==> config.mk <==
export PLATFORM = sky130hd
export DESIGN_NAME = cwm_top
export DESIGN_NICKNAME = d
export VERILOG_FILES = /design/src/shared/cwm_pkg.sv /design/src/verilog/cwm_top.sv
export VERILOG_INCLUDE_DIRS = /design/src /design/src/shared
export SDC_FILE = /design/constraint.sdc
export NUM_CORES = 1
export LEC_CHECK = 0
export BUFFER_PORTS_ARGS = -buffer_cell sky130_fd_sc_hd__buf_2
export CAP_MARGIN = 10
export CORE_MARGIN = 4
export CORE_UTILIZATION = 64
export CTS_CLUSTER_DIAMETER = 50
export DETAILED_ROUTE_END_ITERATION = 10
export GPL_TIMING_DRIVEN = 0
export PLACE_DENSITY = 0.86
export SYNTH_ARGS = -nofsm -noshare
export SYNTH_HDL_FRONTEND = slang
export SYNTH_SLANG_ARGS = --single-unit
==> constraint.sdc <==
create_clock -name clock -period 6.9 [get_ports clock]
set_input_delay 0.345 -clock clock [delete_from_list [all_inputs] [get_ports clock]]
set_output_delay 0.345 -clock clock [all_outputs]
set_load 0.01 [all_outputs]
==> src/shared/cwm_regs.svh <==
// Register offsets, field positions, reset values and timing constants
`ifndef CWM_REGS_SVH
`define CWM_REGS_SVH
`define CWM_ADDR_W          8
`define CWM_DATA_W          24
`define CWM_ADDR_CAL        8'h12
`define CWM_ADDR_EMUX       8'h14
// Calibration source configuration fields
`define CWM_CAL_EN_BIT      22
`define CWM_CAL_MODE_BIT    21
`define CWM_CAL_AMP_BIT     20
`define CWM_CAL_FREQ_HI     14
`define CWM_CAL_FREQ_LO     12
`define CWM_CAL_HALF_BIT    11
`define CWM_CAL_HIGH_HI     10
`define CWM_CAL_HIGH_LO     0
`define CWM_CAL_MASK        24'h707fff
`define CWM_CAL_RESET       24'h004800
// Input multiplexer configuration fields
`define CWM_MUX_INV_BIT     23
`define CWM_MUX_PISO_BIT    21
`define CWM_MUX_NISO_BIT    20
`define CWM_MUX_PRT_HI      19
`define CWM_MUX_PRT_LO      18
`define CWM_MUX_NRT_HI      17
`define CWM_MUX_NRT_LO      16
`define CWM_MUX_MASK        24'hbf0000
`define CWM_MUX_RESET       24'h300000
// Divider exponents of the calibration frequency codes
`define CWM_FSH_0           7
`define CWM_FSH_1           9
`define CWM_FSH_2           11
`define CWM_FSH_3           13
`define CWM_FSH_4           15
`define CWM_FSH_5           17
`define CWM_FSH_6           19
`define CWM_FSH_7           21
// System clock and master tick generation
`define CWM_CLK_HZ          50000000
`define CWM_MSTR_HZ_0       32768.0
`define CWM_MSTR_HZ_1       32000.0
`define CWM_MSTR_HZ_3       31968.78
`define CWM_ACC_W           32
`endif

==> src/shared/cwm_pkg.sv <==
// Types shared by the calibration wave and input mux block
package cwm_pkg;
  typedef enum logic [1:0] {
    CWM_ROUTE_NONE = 2'h0,
    CWM_ROUTE_MID  = 2'h1,
    CWM_ROUTE_SRCP = 2'h2,
    CWM_ROUTE_SRCN = 2'h3
  } cwm_route_t;

  typedef struct packed {
    logic enable;
    logic bipolar;
    logic amp_double;
    logic phase_high;
  } cwm_cal_out_t;

  typedef struct packed {
    logic       invert;
    logic       pos_connect;
    logic       neg_connect;
    cwm_route_t pos_route;
    cwm_route_t neg_route;
  } cwm_mux_out_t;
endpackage : cwm_pkg

==> src/verilog/cwm_top.sv <==
// Calibration square-wave timing and input multiplexer control
// Functional notes
// RL1: One enable bit switches both calibration sources and their modes, reset off.
// RL2: The swing bit picks unipolar (mid plus magnitude to mid) or bipolar (plus to minus).
// RL3: The amplitude bit picks the small step when clear and double that when set.
// RL4: A three-bit code divides the master clock by 2^7..2^13 step 2, then 2^15..2^21, reset 100.
// RL5: Waveform timing follows the selected master clock; the period is one over the frequency.
// RL6: With half duty selected, the default, the wave is high half of each period.
// RL7: Otherwise the high part lasts the eleven-bit high-time value in time steps, reset zero.
// RL8: The time step comes from the master clock; about 30.52 us at the 32768 Hz setting.
// RL9: The polarity bit passes the input straight when clear and inverted when set.
// RL10: The positive isolate bit connects the positive input when clear, reset isolated.
// RL11: The negative isolate bit connects the negative input when clear, reset isolated.
// RL12: Each input has a two-bit route: none, mid reference, positive or negative source.
// RL13: Routing a calibration source to an input works only while calibration is enabled.
// RL14: Calibration sources can be routed through the input muxes for end-to-end tests.
// RL15: Software should isolate an input before driving a source while electrodes are on.
// RL16: The master selection sets the time step: 30.52, 31.25, 31.25 and 31.28 us.
// RL17: A free-running master-clock counter makes the wave, high from period start.
//
// The address-and-strobe port is this design's own decision.
`timescale 1ns/100ps
`include "cwm_regs.svh"

module cwm_top (
  input  wire logic                      clock,
  input  wire logic                      rst_b,
  input  wire logic [`CWM_ADDR_W-1:0]    reg_addr,
  input  wire logic [`CWM_DATA_W-1:0]    reg_wdata,
  input  wire logic                      reg_wr,
  input  wire logic                      reg_rd,
  output logic      [`CWM_DATA_W-1:0]    reg_rdata,
  input  wire logic [1:0]                master_freq_select,
  output logic                           master_tick,
  output cwm_pkg::cwm_cal_out_t          cal_out,
  output cwm_pkg::cwm_mux_out_t          mux_out
);

  localparam int ACC_W = `CWM_ACC_W;
  localparam int CNT_W = `CWM_FSH_7;

  // Phase increments for each master clock setting
  localparam logic [ACC_W-1:0] INC_0 =
    ACC_W'(longint'(`CWM_MSTR_HZ_0 * 4294967296.0 / `CWM_CLK_HZ + 0.5));
  localparam logic [ACC_W-1:0] INC_1 =
    ACC_W'(longint'(`CWM_MSTR_HZ_1 * 4294967296.0 / `CWM_CLK_HZ + 0.5));
  localparam logic [ACC_W-1:0] INC_3 =
    ACC_W'(longint'(`CWM_MSTR_HZ_3 * 4294967296.0 / `CWM_CLK_HZ + 0.5));

  logic [`CWM_DATA_W-1:0] cal_cfg_reg;
  logic [`CWM_DATA_W-1:0] mux_cfg_reg;
  logic [ACC_W-1:0]       acc_reg;
  logic [ACC_W-1:0]       inc;
  logic [ACC_W:0]         acc_sum;
  logic                   tick_reg;
  logic [CNT_W-1:0]       cnt_reg;
  logic [CNT_W-1:0]       cnt_next;
  logic [CNT_W:0]         period_len;
  logic [CNT_W:0]         last_cnt;
  logic [CNT_W:0]         high_len;
  logic                   phase_next;
  logic                   phase_reg;

  // Configuration fields
  logic        cal_source_enable;
  logic        cal_swing_mode;
  logic        cal_amplitude_select;
  logic [2:0]  cal_freq_select;
  logic        half_duty_select;
  logic [10:0] cal_high_time;

  assign cal_source_enable    = cal_cfg_reg[`CWM_CAL_EN_BIT];
  assign cal_swing_mode       = cal_cfg_reg[`CWM_CAL_MODE_BIT];
  assign cal_amplitude_select = cal_cfg_reg[`CWM_CAL_AMP_BIT];
  assign cal_freq_select      = cal_cfg_reg[`CWM_CAL_FREQ_HI:`CWM_CAL_FREQ_LO];
  assign half_duty_select     = cal_cfg_reg[`CWM_CAL_HALF_BIT];
  assign cal_high_time        = cal_cfg_reg[`CWM_CAL_HIGH_HI:`CWM_CAL_HIGH_LO];

  // Calibration configuration register, reserved bits held at zero
  always_ff @(posedge clock or negedge rst_b) begin
    if (!rst_b) begin
      cal_cfg_reg <= `CWM_CAL_RESET; // RL1 RL4 RL6 RL7
    end else if (reg_wr && reg_addr == `CWM_ADDR_CAL) begin
      cal_cfg_reg <= reg_wdata & `CWM_CAL_MASK;
    end
  end

  // Input multiplexer configuration register
  always_ff @(posedge clock or negedge rst_b) begin
    if (!rst_b) begin
      mux_cfg_reg <= `CWM_MUX_RESET; // RL9 RL10 RL11 RL12
    end else if (reg_wr && reg_addr == `CWM_ADDR_EMUX) begin
      mux_cfg_reg <= reg_wdata & `CWM_MUX_MASK;
    end
  end

  // Read data, valid only in the cycle after the strobe
  always_ff @(posedge clock or negedge rst_b) begin
    if (!rst_b) begin
      reg_rdata <= '0;
    end else if (reg_rd) begin
      case (reg_addr)
        `CWM_ADDR_CAL:  reg_rdata <= cal_cfg_reg;
        `CWM_ADDR_EMUX: reg_rdata <= mux_cfg_reg;
        default:        reg_rdata <= '0; // Unmapped reads as zero
      endcase
    end else begin
      reg_rdata <= '0;
    end
  end

  // Increment picked by the master clock selection
  always_comb begin
    case (master_freq_select)
      2'h0:    inc = INC_0; // RL5 RL16
      2'h1:    inc = INC_1; // RL16
      2'h2:    inc = INC_1; // RL16
      default: inc = INC_3; // RL16
    endcase
  end

  assign acc_sum = {1'b0, acc_reg} + {1'b0, inc};

  // Fractional accumulator; a carry is one master clock period
  always_ff @(posedge clock or negedge rst_b) begin
    if (!rst_b) begin
      acc_reg <= '0;
    end else begin
      acc_reg <= acc_sum[ACC_W-1:0]; // RL5
    end
  end

  // One-cycle master tick, also brought out for observation
  always_ff @(posedge clock or negedge rst_b) begin
    if (!rst_b) begin
      tick_reg <= 1'b0;
    end else begin
      tick_reg <= acc_sum[ACC_W]; // RL8 RL16
    end
  end

  assign master_tick = tick_reg;

  // Period length in master ticks for the frequency code
  always_comb begin
    period_len = '0;
    case (cal_freq_select)
      3'h0:    period_len[`CWM_FSH_0] = 1'b1; // RL4
      3'h1:    period_len[`CWM_FSH_1] = 1'b1; // RL4
      3'h2:    period_len[`CWM_FSH_2] = 1'b1; // RL4
      3'h3:    period_len[`CWM_FSH_3] = 1'b1; // RL4
      3'h4:    period_len[`CWM_FSH_4] = 1'b1; // RL4
      3'h5:    period_len[`CWM_FSH_5] = 1'b1; // RL4
      3'h6:    period_len[`CWM_FSH_6] = 1'b1; // RL4
      default: period_len[`CWM_FSH_7] = 1'b1; // RL4
    endcase
  end

  assign last_cnt = period_len - (CNT_W+1)'(1);

  // High time: half the period, or the programmed steps of one tick
  assign high_len = half_duty_select ? (period_len >> 1) // RL6
                                     : (CNT_W+1)'(cal_high_time); // RL7 RL8

  // Counter wraps at period end; a shortened period wraps on the next master tick
  always_comb begin
    cnt_next = cnt_reg;
    if (!cal_source_enable) begin
      cnt_next = '0; // RL1
    end else if (tick_reg) begin
      if ({1'b0, cnt_reg} >= last_cnt) begin
        cnt_next = '0; // RL17
      end else begin
        cnt_next = cnt_reg + CNT_W'(1); // RL17
      end
    end
  end

  // Free-running period counter on master ticks
  always_ff @(posedge clock or negedge rst_b) begin
    if (!rst_b) begin
      cnt_reg <= '0;
    end else begin
      cnt_reg <= cnt_next; // RL17
    end
  end

  // High from period start until the high count is reached
  assign phase_next = cal_source_enable && ({1'b0, cnt_reg} < high_len); // RL1 RL17

  always_ff @(posedge clock or negedge rst_b) begin
    if (!rst_b) begin
      phase_reg <= 1'b0;
    end else begin
      phase_reg <= phase_next;
    end
  end

  // Source control outputs for the analog generators
  always_ff @(posedge clock or negedge rst_b) begin
    if (!rst_b) begin
      cal_out <= '0;
    end else begin
      cal_out.enable     <= cal_source_enable; // RL1
      cal_out.bipolar    <= cal_source_enable & cal_swing_mode; // RL2
      cal_out.amp_double <= cal_source_enable & cal_amplitude_select; // RL3
      cal_out.phase_high <= phase_reg & cal_source_enable; // RL1
    end
  end

  // Per-input route gating: source routes fall back to none when disabled
  logic [1:0] route_raw [2];
  logic [1:0] route_eff [2];

  assign route_raw[0] = mux_cfg_reg[`CWM_MUX_PRT_HI:`CWM_MUX_PRT_LO];
  assign route_raw[1] = mux_cfg_reg[`CWM_MUX_NRT_HI:`CWM_MUX_NRT_LO];

  genvar gi;
  generate
    for (gi = 0; gi < 2; gi++) begin : g_route
      assign route_eff[gi] = (route_raw[gi][1] && !cal_source_enable)
                             ? 2'h0 // RL13
                             : route_raw[gi]; // RL12 RL14
    end
  endgenerate

  // Polarity, input switches and routes toward the input multiplexers, one driver
  always_ff @(posedge clock or negedge rst_b) begin
    if (!rst_b) begin
      mux_out.invert      <= 1'b0;
      mux_out.pos_connect <= 1'b0;
      mux_out.neg_connect <= 1'b0;
      mux_out.pos_route <= cwm_pkg::CWM_ROUTE_NONE;
      mux_out.neg_route <= cwm_pkg::CWM_ROUTE_NONE;
    end else begin
      mux_out.invert      <= mux_cfg_reg[`CWM_MUX_INV_BIT]; // RL9
      mux_out.pos_connect <= ~mux_cfg_reg[`CWM_MUX_PISO_BIT]; // RL10
      mux_out.neg_connect <= ~mux_cfg_reg[`CWM_MUX_NISO_BIT]; // RL11
      mux_out.pos_route <= cwm_pkg::cwm_route_t'(route_eff[0]); // RL12
      mux_out.neg_route <= cwm_pkg::cwm_route_t'(route_eff[1]); // RL12
    end
  end

endmodule : cwm_top

---- Word level (Yosys, flattened, before mapping) ----
Cells that the tools add are included.
cells by class
  add/subtract/negate cells ............... 3
  magnitude comparators ................... 2
  equal/unequal tests ..................... 11
  multiplexer cells ....................... 17
  bitwise gates (word level) .............. 5
  reduce and logical (&&, ||, !) cells .... 10
operators with widths
  cell                   count
  $mux 21                4
  $pmux 24 s2            1
  $pmux 18 s2            1
  $add 32x32->33         1
  $mux 24                1
  $ge 21x22->1           1
  $sub 22x1->22 const B  1
  $add 21x1->21 const B  1
  $lt 21x21->1           1
  $eq 8x5->1 const B     2
  $eq 3x3->1 const B     3
  $mux 1                 8
  $reduce_or 7->1        1
  $eq 3x2->1 const B     2
  $logic_and 1x1->1      5
  $mux 2                 2
  $and 1x1->1            3
  $eq 3x1->1 const B     1
  $logic_not 3->1        1
  $eq 2x1->1 const B     1
  $eq 2x2->1 const B     1
  $logic_not 2->1        1
  $ne 2x1->1 const B     1
  $not 1->1              2
  2 further kinds        2
storage, ports and cells
  bits in registers ....................... 115
  input bits .............................. 38
  output and inout port bits .............. 36

---- Longest topological paths before layout ----
  depth after elaboration ................. 8
  depth in mapped cells ................... 12
  mapped depth without buffers ............ 10

---- Worst setup path after synthesis ----
Ideal clock, no wire load.
  path type ............................... register to register
  from .................................... reg cal_cfg_reg[14]
  to ...................................... reg phase_reg
  arrival ................................. 2,749 ps
  required time ........................... 6,813 ps
  slack ................................... 4,065 ps
  stages on the path, launching flop included .. 10
  path buffers ............................ 2
  period minus slack after synthesis ...... 2,835 ps
  cells stage by stage .................... dfstp_2 -> clkbuf_1 -> clkbuf_1 -> nand3_1 -> ha_1 -> a211o_1 -> a211o_1 -> a211o_1 -> a2111o_1 -> a211oi_2
on the way
  cells in the longest elaborated chain, start to end .. 6
  elaborated cells on any way between the ends .. 19
RTL lines
  element                             line            RTL
  start, declared                     cwm_top.sv:50   logic [`CWM_DATA_W-1:0] cal_cfg_reg;
  start signal, assigned              cwm_top.sv:82   cal_cfg_reg <= `CWM_CAL_RESET;
  start signal, assigned              cwm_top.sv:84   cal_cfg_reg <= reg_wdata & `CWM_CAL_MASK;
  $eq 3x3->1 (tied with other cells)  cwm_top.sv:147  case (cal_freq_select)
  $reduce_or 7->1 (no line)           n/a
  $mux 1                              cwm_top.sv:147
  $mux 21 (*)                         cwm_top.sv:162  assign high_len = half_duty_select ? (period_len >> 1)
  $lt 21x21->1 (*)                    cwm_top.sv:189  assign phase_next = cal_source_enable && ({1'b0, cnt_reg} < high_len);
  $logic_and 1x1->1 (*)               cwm_top.sv:189
  via phase_next                      cwm_top.sv:61   logic phase_next;
  end signal, assigned                cwm_top.sv:195  phase_reg <= phase_next;
  end, declared                       cwm_top.sv:62   logic phase_reg;
The timed path passes the listed nets; every way through them passes the cells marked *.
A chain may end at the register's enable or synchronous reset.

---- Worst setup path after layout ----
  from .................................... reg cal_cfg_reg[14]
  to ...................................... reg cnt_reg[2]
on the way
  cells in the longest elaborated chain, start to end .. 8
  elaborated cells on any way between the ends .. 21
RTL lines
  element                             line            RTL
  $eq 3x3->1 (tied with other cells)  cwm_top.sv:147
  $reduce_or 7->1 (no line)           n/a
  $mux 1                              cwm_top.sv:147
  $sub 22x1->22 (*)                   cwm_top.sv:159  assign last_cnt = period_len - (CNT_W+1)'(1);
  $ge 21x22->1 (*)                    cwm_top.sv:171  if ({1'b0, cnt_reg} >= last_cnt) begin
  $mux 21 (*)                         cwm_top.sv:171
  $mux 21 (*)                         cwm_top.sv:170  end else if (tick_reg) begin
  $mux 21 (*)                         cwm_top.sv:168  if (!cal_source_enable) begin
  end signal, assigned                cwm_top.sv:184  cnt_reg <= cnt_next;
  end, declared                       cwm_top.sv:56   logic [CNT_W-1:0] cnt_reg;
Mark *: on every way between the ends. The rest lies on a longest branch, timed or not. The select of a mux whose other input is x is not followed.

==> impl_metrics.env <==
export IMPL_cp_buffers_inverters=3
export IMPL_overflow=0
export IMPL_p_int_uw=1670
export IMPL_ctsHoldBuffers=1
export IMPL_worstMarginPinSlew_ns=1.07
export IMPL_antenna_found_initial=0
export IMPL_synth_edf_count=0
export IMPL_routabilityCongestion=0.926
export IMPL_design_area_mm2=0.00760
export IMPL_die_h_um=108
export IMPL_hold_viol=0
export IMPL_wl_um=16700
export IMPL_period_needed_ns=3.42
export IMPL_place_ws_ns=3.47
export IMPL_dp_hpwl_um=11000
export IMPL_grt_pass1_wl_um=26800
export IMPL_ant_nets=0
export IMPL_whs_ns=0.0511
export IMPL_crit_family="buffers and inverters"
export IMPL_root_buffer="clkbuf_8"
export IMPL_synth_top_cell_area_share=0.425
export IMPL_track_usage=0.294
export IMPL_cts_setup_buffers=0
export IMPL_cp_max_fo=10
export IMPL_ir_drop_mv=0.344
export IMPL_clock_sinks=113
export IMPL_wire_per_inst_um=19.2
export IMPL_p_seq_frac=0.326
export IMPL_grt_start_max_net_pins=73
export IMPL_core_area_mm2=0.00977
export IMPL_fin_skew_ns=0.00946
export IMPL_dr_pass1_iters=8
export IMPL_clock_latency_ns=0.53
export IMPL_drive_gt1_frac=0.221
export IMPL_crit_arrival_ns=3.85
export IMPL_synthToLayoutAreaGrowth_pct=18.4
export IMPL_grt_setup_unrepaired="false"
export IMPL_path_cells="clkbuf_1, clkbuf_1, nand3_1, ha_1, nand3b_1, or3_1, o21ai_1, clkbuf_1, nand3_1, mux2i_1"
export IMPL_ff2ff_setup_slack_ns=3.48
export IMPL_slew_violations=0
export IMPL_r2r_end="cnt_reg[2]"
export IMPL_grt_pass1_vias=5557
export IMPL_synth_seq_cells=113
export IMPL_period_share=0.496
export IMPL_yosys_most_used_dff="dfrtp_1"
export IMPL_hold_path_cell_count=2
export IMPL_fmax_mhz=292
export IMPL_syn_area_mm2=0.00642
export IMPL_yosys_area_top_type="dfrtp_1"
export IMPL_drc_errors=0
export IMPL_final_nets=804
export IMPL_cp_start_kind="register"
export IMPL_floorplan_rows=36
export IMPL_power_frac_clock=0.362
export IMPL_critPathMaxStageDelay_ns=0.51
export IMPL_maxCapViolations=0
export IMPL_setup_viol=0
export IMPL_synth_nets=712
export IMPL_min_to="cal_cfg_reg[5]"
export IMPL_htree_levels=4
export IMPL_setup_ws_ns=3.48
export IMPL_leakage_uw=0.00361
export IMPL_ys_types=75
export IMPL_start_util=0.657
export IMPL_hold_class="in2reg"
export IMPL_slowest_stage="dfstp_2"
export IMPL_cp_required_ns=7.33
export IMPL_synth_seq_area_share=0.441
export IMPL_end_kind="register"
export IMPL_syn_area_per_cell_um2=10.2
export IMPL_fin_setup_tns_ns=0
export IMPL_sw_frac_of_total=0.342
export IMPL_slew_headroom=0.280
export IMPL_status="finished clean"
export IMPL_n_antenna_cell=0
export IMPL_largest_reg_flops=31
export IMPL_ff2ff_path_depth=10
export IMPL_via_per_inst=6.35
export IMPL_portBuffers=71
export IMPL_place_area_mm2=0.00698
export IMPL_drt_iter0_drc=375
export IMPL_cts_resized_gates=0
export IMPL_regToRegStartpoint="cal_cfg_reg[14]"
export IMPL_ys_async_sr_fraction=1.00
export IMPL_tritoncts="yes"
export IMPL_clk_pin_slew_ns=0.06
export IMPL_hold_path_startpoint="reg_wdata[5]"
export IMPL_ys_top_cells_by_area="dfrtp_1, ha_1, mux2_2"
export IMPL_clk_path_buf_depth=2
export IMPL_cts_made_buffers=17
export IMPL_vias=5502
export IMPL_die_x_um=108
export IMPL_die_area_mm2=0.0117
export IMPL_critical_path_class="reg2reg"
export IMPL_synth_warnings=0
export IMPL_p_per_area_mw_per_mm2=335
export IMPL_total_power_uw=2540
export IMPL_syn_inst=628
export IMPL_power_switching_uw=871
export IMPL_ios=74
export IMPL_crit_top_cell="clkbuf_1"
export IMPL_p_comb_frac=0.312
routing by layer:
| layer | up-vias | track usage | share of wire |
|---|---|---|---|
| li1 | 2509 | - | - |
| met1 | 2673 | 0.335 | 0.38 |
| met2 | 256 | 0.517 | 0.52 |
| met3 | 64 | 0.0722 | 0.066 |
| met4 | 0 | 0.145 | 0.035 |
| met5 | - | 0 | 0 |
through the flow:
step,utilization,cells
floorplan,-,628
CTS,0.778,866
global placement,0.711,832
detailed placement,0.714,833
finish,0.778,866
global route,0.778,866
final cells by class:
class                   count  area [um^2]
multi-input cells         461         3340
flip-flops and latches    113         2830
fillers                   626         2170
clock buffers              18          418
repair buffers             73          395
clock inverters            14          200
plain buffers              34          174
well taps                 133          166
inverters                  20         75.1
worst max-delay path by stage:
stage | from | endpoint | slack, ns | depth (start not counted)
final | cal_cfg_reg[14] | cnt_reg[2] | 3.48 | 10
after global routing | cal_cfg_reg[14] | cnt_reg[2] | 3.32 | 10
after CTS | cal_cfg_reg[14] | cnt_reg[2] | 3.57 | 10
after detailed placement | master_freq_select[0] | acc_reg[29] | 3.47 | 11
after global placement | master_freq_select[0] | acc_reg[25] | 3.62 | 11
after floorplan | cal_cfg_reg[14] | phase_reg | 4.06 | 9
synthesized netlist by cell type, types with 7 or more instances:
cell type	instances
a22o_1	7
o21ai_0	19
a21o_1	12
xnor2_1	14
clkbuf_1	17
and2_1	28
nor3_1	8
mux2_2	22
nand2b_1	7
a21boi_0	7
a21oi_1	29
inv_1	20
or3_1	10
xor2_1	7
nor2_1	26
a31oi_1	8
nand4_1	18
nand3_1	42
dfrtp_1	109
buf_2	11
a211oi_1	14
ha_1	45
nand2_1	38
power by group through the flow:
stage	combinational [uW]	sequential [uW]	clock [uW]
after global routing	869	842	962
final	793	830	922
after floorplan	590	823	0
after CTS	778	830	927
after detailed placement	759	838	0
after global placement	709	832	0
worst reg2reg max path: stages (launching register included):
cell and delay, ns:
dfstp_2 0.51, clkbuf_1 0.38, clkbuf_1 0.44, nand3_1 0.17
ha_1 0.21, nand3b_1 0.17, or3_1 0.32, o21ai_1 0.34
clkbuf_1 0.44, nand3_1 0.16, mux2i_1 0.19
cells in the final DEF, fill, tap and decap left out, types with 8 or more instances in the layout:
master and count:
dfrtp_1 109, buf_2 81, ha_1 45, nand3_1 42, nand2_1 38, a21oi_1 29, and2_1 28, nor2_1 26
mux2_2 22, inv_1 20, o21ai_0 19, clkbuf_1 18, nand4_1 18, clkbuf_16 16, a211oi_1 14, xnor2_1 14
a21o_1 12, or3_1 10, nor3_1 8, a31oi_1 8
kinds of logic after synthesis:
family                     after synthesis  share of synthesized area
AOI/OAI and AO/OA                      146                      0.160
xor gates and xnor gates                21                     0.0286
adders and majority gates               46                     0.0907
buffers and inverters                   54                     0.0388
DFF                                    113                      0.441
muxes                                   30                     0.0516
other                                    1                   0.000584
and+or+nand+nor                        217                      0.189
Power figures use the tool's default switching activity.
